==> config.mk <==
export PLATFORM = sky130hd
export DESIGN_NAME = borl_relay
export DESIGN_NICKNAME = d
export VERILOG_FILES = /design/src/core/borl_pkg.sv /design/src/core/borl_relay.sv /design/src/core/borl_tick.sv
export SDC_FILE = /design/constraint.sdc
export NUM_CORES = 1
export LEC_CHECK = 0
export ABC_CLOCK_PERIOD_IN_PS = 3300
export BUFFER_PORTS_ARGS = -buffer_cell sky130_fd_sc_hd__buf_4
export CORE_ASPECT_RATIO = 1.4
export CORE_UTILIZATION = 41
export DETAILED_ROUTE_END_ITERATION = 8
export GPL_TIMING_DRIVEN = 0
export PLACE_DENSITY_LB_ADDON = 0.1
export SETUP_SLACK_MARGIN = 0.05
export SYNTH_ARGS = -nofsm -noshare
export SYNTH_HDL_FRONTEND = slang
export SYNTH_HIERARCHICAL = 1
export SYNTH_SLANG_ARGS = --single-unit
==> constraint.sdc <==
create_clock -name i_ref_clk -period 3.3 [get_ports i_ref_clk]
set_input_delay 0.495 -clock i_ref_clk [delete_from_list [all_inputs] [get_ports i_ref_clk]]
set_output_delay 0.495 -clock i_ref_clk [all_outputs]
set_load 0.1 [all_outputs]
==> src/core/borl_pkg.sv <==
// Package of constants for the binary output relay conditioning logic
// Operation
// - Each of up to seven assigned signals has its own inversion, default inactive.
// - Relay output holds each new state at least the hold time, 0-300 s.
// - With latching active, a picked-up output stays up after the drive drops.
// - A selectable acknowledgement signal releases the latched state of the relay.
// - Acknowledgement is ignored whenever latching is inactive.
// - Acknowledgement selection is only configurable while latching is active.
// - Output inversion flips the final relay state after all other processing.
package borl_pkg;
  // ----------------------------------------------------------------
  // Timing
  // ----------------------------------------------------------------
  localparam int unsigned CLK_HZ          = 200_000_000;
  localparam int unsigned TICK_US         = 10_000;
  localparam int unsigned TICK_CYCLES     = (CLK_HZ / 1_000_000) * TICK_US;
  localparam int unsigned TIME_MAX_CS     = 30_000;
  localparam int unsigned TIME_W          = 15;
  localparam logic [14:0] HOLD_RESET_CS   = 15'h0000;
  localparam logic [14:0] OFFDLY_RESET_CS = 15'h0000;
  localparam int unsigned NUM_ASSIGN      = 7;
  localparam int unsigned SEL_W           = 3;
  // ----------------------------------------------------------------
  // Output state machine
  // ----------------------------------------------------------------
  typedef enum logic [2:0] {
    ST_OFF     = 3'b001,
    ST_ON      = 3'b010,
    ST_OFF_DLY = 3'b100
  } borl_state_e;

  function automatic logic [14:0] clamp_cs(input logic [14:0] v);
    clamp_cs = (v > 15'(TIME_MAX_CS)) ? 15'(TIME_MAX_CS) : v;
  endfunction : clamp_cs
endpackage : borl_pkg

==> src/core/borl_relay.sv <==
// Conditioning logic for one binary output relay channel
module borl_relay
  import borl_pkg::*;
#(
  parameter int unsigned N_ASSIGN = NUM_ASSIGN,
  parameter int unsigned TICK_DIV = TICK_CYCLES
) (
  input  wire logic                i_ref_clk,
  input  wire logic                i_rst,
  input  wire logic [N_ASSIGN-1:0] i_assign,
  input  wire logic [N_ASSIGN-1:0] i_assign_used,
  input  wire logic [N_ASSIGN-1:0] i_assign_invert,
  input  wire logic                i_latch_en,
  input  wire logic                i_ack,
  input  wire logic                i_out_invert,
  input  wire logic [TIME_W-1:0]   i_hold_cs,
  input  wire logic [TIME_W-1:0]   i_off_delay_cs,
  output logic                     o_relay,
  output logic                     o_latched,
  output logic                     o_ack_cfg_en
);
  initial begin
    if (N_ASSIGN < 1 || N_ASSIGN > NUM_ASSIGN) $error("borl_relay: N_ASSIGN out of range");
  end

  // ----------------------------------------------------------------
  // Input synchronisers: assigned signals may come from other logic
  // ----------------------------------------------------------------
  logic [N_ASSIGN-1:0] asg_s1;
  logic [N_ASSIGN-1:0] asg_s2;
  logic                ack_s1;
  logic                ack_s2;

  always_ff @(posedge i_ref_clk or posedge i_rst) begin
    if (i_rst) begin
      asg_s1 <= '0;
      asg_s2 <= '0;
      ack_s1 <= 1'b0;
      ack_s2 <= 1'b0;
    end else begin
      asg_s1 <= i_assign;
      asg_s2 <= asg_s1;
      ack_s1 <= i_ack;
      ack_s2 <= ack_s1;
    end
  end

  // ----------------------------------------------------------------
  // Combination of assigned signals
  // ----------------------------------------------------------------
  // Unused slots are masked off; the used, per-slot inverted signals are ORed
  logic drive;
  assign drive = |((asg_s2 ^ i_assign_invert) & i_assign_used);

  // ----------------------------------------------------------------
  // Latch
  // ----------------------------------------------------------------
  logic ack_eff;
  assign ack_eff      = i_latch_en & ack_s2;
  assign o_ack_cfg_en = i_latch_en;

  logic latch_q;
  always_ff @(posedge i_ref_clk or posedge i_rst) begin
    if (i_rst) begin
      latch_q <= 1'b0;
    end else if (!i_latch_en) begin
      latch_q <= 1'b0;
    end else if (drive) begin
      latch_q <= 1'b1;
    end else if (ack_eff) begin
      latch_q <= 1'b0;
    end
  end
  // Acknowledge only releases once the drive itself has dropped
  assign o_latched = latch_q;

  logic want_on;
  assign want_on = drive | latch_q;

  // ----------------------------------------------------------------
  // Time base and counters (hundredths of a second)
  // ----------------------------------------------------------------
  logic tick;

  borl_tick #(
    .DIV (TICK_DIV)
  ) u_tick (
    .i_ref_clk (i_ref_clk),
    .i_rst     (i_rst),
    .o_tick    (tick)
  );

  logic [TIME_W-1:0] hold_cnt;
  logic [TIME_W-1:0] off_cnt;
  logic              hold_done;
  logic              load_hold;
  assign hold_done = (hold_cnt == '0);

  always_ff @(posedge i_ref_clk or posedge i_rst) begin
    if (i_rst) begin
      hold_cnt <= HOLD_RESET_CS;
    end else if (load_hold) begin
      // Rounds up: the partial tick in progress is not counted
      hold_cnt <= (clamp_cs(i_hold_cs) == '0) ? '0 : clamp_cs(i_hold_cs) + 15'h0001;
    end else if (tick && !hold_done) begin
      hold_cnt <= hold_cnt - 15'h0001;
    end
  end

  // ----------------------------------------------------------------
  // Output state machine
  // ----------------------------------------------------------------
  borl_state_e state;
  logic        state_on;

  always_ff @(posedge i_ref_clk or posedge i_rst) begin
    if (i_rst) begin
      state   <= ST_OFF;
      off_cnt <= OFFDLY_RESET_CS;
    end else begin
      unique case (state)
        ST_OFF: begin
          if (want_on && hold_done) begin
            state <= ST_ON;
          end
        end
        ST_ON: begin
          if (!want_on && hold_done) begin
            if (clamp_cs(i_off_delay_cs) == '0) begin
              state <= ST_OFF;
            end else begin
              off_cnt <= clamp_cs(i_off_delay_cs);
              state   <= ST_OFF_DLY;
            end
          end
        end
        ST_OFF_DLY: begin
          if (want_on) begin
            state <= ST_ON;
          end else if (tick) begin
            if (off_cnt == 15'h0001) begin
              state <= ST_OFF;
            end
            off_cnt <= off_cnt - 15'h0001;
          end
        end
        default: begin
          state <= ST_OFF;
        end
      endcase
    end
  end

  assign state_on  = (state != ST_OFF);
  // A change of the relay state restarts the minimum hold
  assign load_hold = (state == ST_OFF && want_on && hold_done) ||
                     (state_on && !want_on && hold_done &&
                      clamp_cs(i_off_delay_cs) == '0 && state == ST_ON) ||
                     (state == ST_OFF_DLY && !want_on && tick && off_cnt == 15'h0001);

  always_ff @(posedge i_ref_clk or posedge i_rst) begin
    if (i_rst) begin
      o_relay <= 1'b0;
    end else begin
      o_relay <= state_on ^ i_out_invert;
    end
  end
endmodule : borl_relay

==> src/core/borl_tick.sv <==
// Divider producing a one-cycle enable every hundredth of a second
module borl_tick
  import borl_pkg::*;
#(
  parameter int unsigned DIV = TICK_CYCLES
) (
  input  wire logic i_ref_clk,
  input  wire logic i_rst,
  output logic      o_tick
);
  initial begin
    if (DIV < 1) $error("borl_tick: DIV must be at least 1");
  end

  logic [31:0] cnt;

  always_ff @(posedge i_ref_clk or posedge i_rst) begin
    if (i_rst) begin
      cnt    <= 32'h0000_0000;
      o_tick <= 1'b0;
    end else if (cnt >= 32'(DIV - 1)) begin
      cnt    <= 32'h0000_0000;
      o_tick <= 1'b1;
    end else begin
      cnt    <= cnt + 32'h0000_0001;
      o_tick <= 1'b0;
    end
  end
endmodule : borl_tick

==> results by group <==
Global routing
  • Met1 usage: 22.4%
  • Gr busiest metal: met2
  • Grt total ovfl: 0
  • Vias in the first global route: 3,798
  • Met2 global-route usage: 34.0%
  • All-layer global routing usage: 18.8%
  • Grt met3 use: 3.57%
  • Antenna violations before repair: 0
  • Largest net degree at the start of global routing: 41
  • First-pass GRT wire length: 17,400 um

Finish
  • Area growth from synthesis to layout: 21.0%
  • Fin area: 5540 um^2
  • Antenna cells: 0
  • Share of cells above drive strength 1: 19.5%
  • Post-layout util: 50.9%
  • Fin nets: 610

Critical path
  • Crit start category: primary input
  • Critical Path AT: 3.02 ns
  • Critical Path Slowest Stage Cell: nor3_1
  • Critical Path End Type: flip-flop
  • Crit path max fanout: 9
  • CP required: 3.51 ns
  • Worst path max stage delay: 0.76 ns
  • Setup CP Type: in -> reg
  • Delay-heaviest family, CP: simple AND/OR/NAND/NOR gates
  • Worst path bufs/invs: 1
  • Worst path cell trace: clkbuf_1, a21boi_0, nor3_1, nand2b_1, ha_1, nor4b_1, nand4_1, nor2b_1, nand2_1, mux2i_1

Pwr
  • Worst vdd ir: 0.000245 V
  • Tot Pwr: 2.37 mW
  • Pleak: 2.27 nW
  • Pwr dens: 429 nW/um^2

Worst hold path
  • Worst hold path type: in -> async

Timing
  • Setup total negative slack: 0 ns
  • Final setup viols: 0
  • Slew HR: 40.5%
  • FMAX: 356 MHz
  • Hold Vio Cnt, Final: 0
  • Period utilisation layout: 85.1%
  • Clock Skew: 0.00839 ns
  • Least-Margin Pin Slew: 0.886 ns
  • Period minus WS final: 2.81 ns
  • Final Max Slew Viols: 0
  • Unrepaired setup endpoints after global routing: false

Die
  • Die ar.: 11,600 um^2
  • Initial Util: 42.1%
  • Number of core rows: 45
  • Total core area: 10,900 um^2
  • Die width: 91.3 um
  • Die height: 127 um
  • Io pins: 59

Synth
  • Syn_area_per_cell: 9.77 um^2
  • Post-Synthesis Cell Area: 4570 um^2
  • Synth top cells by count: dfrtp_1 (83), nor2_1 (47), nand2_1 (35), a21oi_1 (26), xor2_1 (25)
  • Post-synth EDFFs: 0
  • Synth Flop Type: dfrtp_1
  • Cells after Synth: 468
  • Share of Yosys cell area claimed by the top area cell type: 45.4%
  • Cell taking the most area after synthesis: dfrtp_1
  • Top cells by area, synth: dfrtp_1 (45%), xor2_1 (4.8%), nor2_1 (3.9%), xnor2_1 (3.6%), mux2i_1 (3.1%)
  • Seq/Total Area, Yosys: 46.0%
  • Seq cells post-synth: 84
  • Ys async rst share: 100%
  • Count leader, synth: dfrtp_1
  • Synth warn: 6
  • Post-synthesis cell type count: 70

Place
  • Placer congestion estimate: 0.852
  • Placed Area: 5240 um^2
  • Port buffer count: 57
  • HPWL after DPL: 7450 um

Clock network
  • Gates resized, CTS repair: 0
  • CTS tree: done
  • Clock root buffer: clkbuf_16
  • Cts bufs inserted: 9
  • CTS Sinks: 84
  • Post-CTS setup buffers: 0
  • Max Root-Sink Buffers: 2
  • Clk slew on worst S/H paths: 0.06 ns
  • H-tree depth: 3
  • Clock Latency Late Sink: 0.34 ns
  • CTS Hold Bufs: 0

Routing
  • WL final: 10,100 um
  • Remaining antenna violation count: 0
  • Via Count: 3,732
  • DRT Pass-1 Iters: 4
  • Post-route DRC: 0
  • DR vias/cell: 5.38
  • Drt wl/cell: 14.6 um
  • Initial DRC count: 195

Status
  • Status: completed

Run
  • Max cap viols: 0
-- report_power, final --
| group | total (mW) | leakage [nW] | switching, mW | internal (mW) |
|---|---|---|---|---|
| clock | 0.939 | 0.132 | 0.408 | 0.532 |
| combinational | 0.284 | 1.11 | 0.148 | 0.136 |
| sequential | 1.15 | 1.03 | 0.0557 | 1.09 |
| total | 2.37 | 2.27 | 0.612 | 1.76 |
-- worst paths after layout --
kind                       cells past startpoint              to  slack [ns]         start
setup reg to reg                               7     hold_cnt[7]        0.88    off_cnt[6]
max in group asynchronous                      3        state[0]        2.64         i_rst
min in group i_ref_clk                         1       asg_s1[0]        0.27   i_assign[0]
hold / removal                                 2  u_tick/cnt[14]        0.09         i_rst
setup / recovery                              10     hold_cnt[6]        0.49  i_hold_cs[8]
hold reg to reg                                0       asg_s2[0]        0.35     asg_s1[0]
-- sequential cells by signal (all words and copies together), names as in the netlist --
register	flops
asg_s2	7
hold_cnt	15
state	3
o_relay	1
u_tick/o_tick	1
asg_s1	7
off_cnt	15
ack_s1	1
o_latched	1
u_tick/cnt	32
ack_s2	1
-- final cells by class --
cell class / instances / area, um^2
sequential: 84 / 2100
fill: 1021 / 5330
multi-input combinational: 366 / 2370
clock buffer: 11 / 243
inverter: 14 / 52.6
clock inverter: 5 / 37.5
buffer: 14 / 88.8
timing repair buffer: 59 / 468
tap: 141 / 176
-- through the flow --
stage | std cells | setup WS (ns) | hold WS, ns
3_5_place_dp | 677 | 0.133 | 0.336
3_3_place_gp | 676 | 0.191 | 0.333
4_1_cts | 693 | 0.486 | 0.103
5_1_grt | 694 | 0.0793 | 0.0997
6_report | 694 | 0.492 | 0.0897
2_1_floorplan | 478 | 0.660 | 0.331
-- per-layer routing --
| layer | part of all wire, % | vias to the layer above |
|---|---|---|
| li1 | - | 1853 |
| met1 | 44 | 1780 |
| met2 | 50 | 90 |
| met3 | 4.4 | 9 |
| met4 | 1.2 | 0 |
| met5 | 0 | - |
-- layout by cell type, fill, tap and decap left out, types with 3 or more instances in the layout --
master / instances
dfrtp_1: 83
buf_4: 58
nor2_1: 47
nand2_1: 35
a21oi_1: 26
xor2_1: 25
nand3_1: 21
o21ai_0: 20
xnor2_1: 19
nor4_1: 16
nand4_1: 15
nor3_1: 14
mux2i_1: 14
inv_1: 12
conb_1: 11
clkbuf_16: 9
o21ai_1: 8
clkbuf_1: 6
or3_1: 6
a21oi_2: 6
ha_1: 6
buf_2: 5
and4_1: 5
nand2b_1: 5
and3_1: 4
o31ai_1: 4
or4_1: 4
a22oi_1: 3
nor3b_1: 3
a21o_1: 3
nor2b_1: 3
-- kinds of logic after synthesis --
logic type	Yosys count	share of synthesized area (%)
multiplexers	15	3.31
AND/OR/NAND/NOR	197	24.0
other	1	0.0820
buffers and inverters	28	3.09
flip-flops	84	46.0
XOR/XNOR	44	8.42
adder cells (fa/ha/maj)	6	1.64
AO/OA/AOI/OAI	93	13.5
Power figures use the tool's default switching activity.
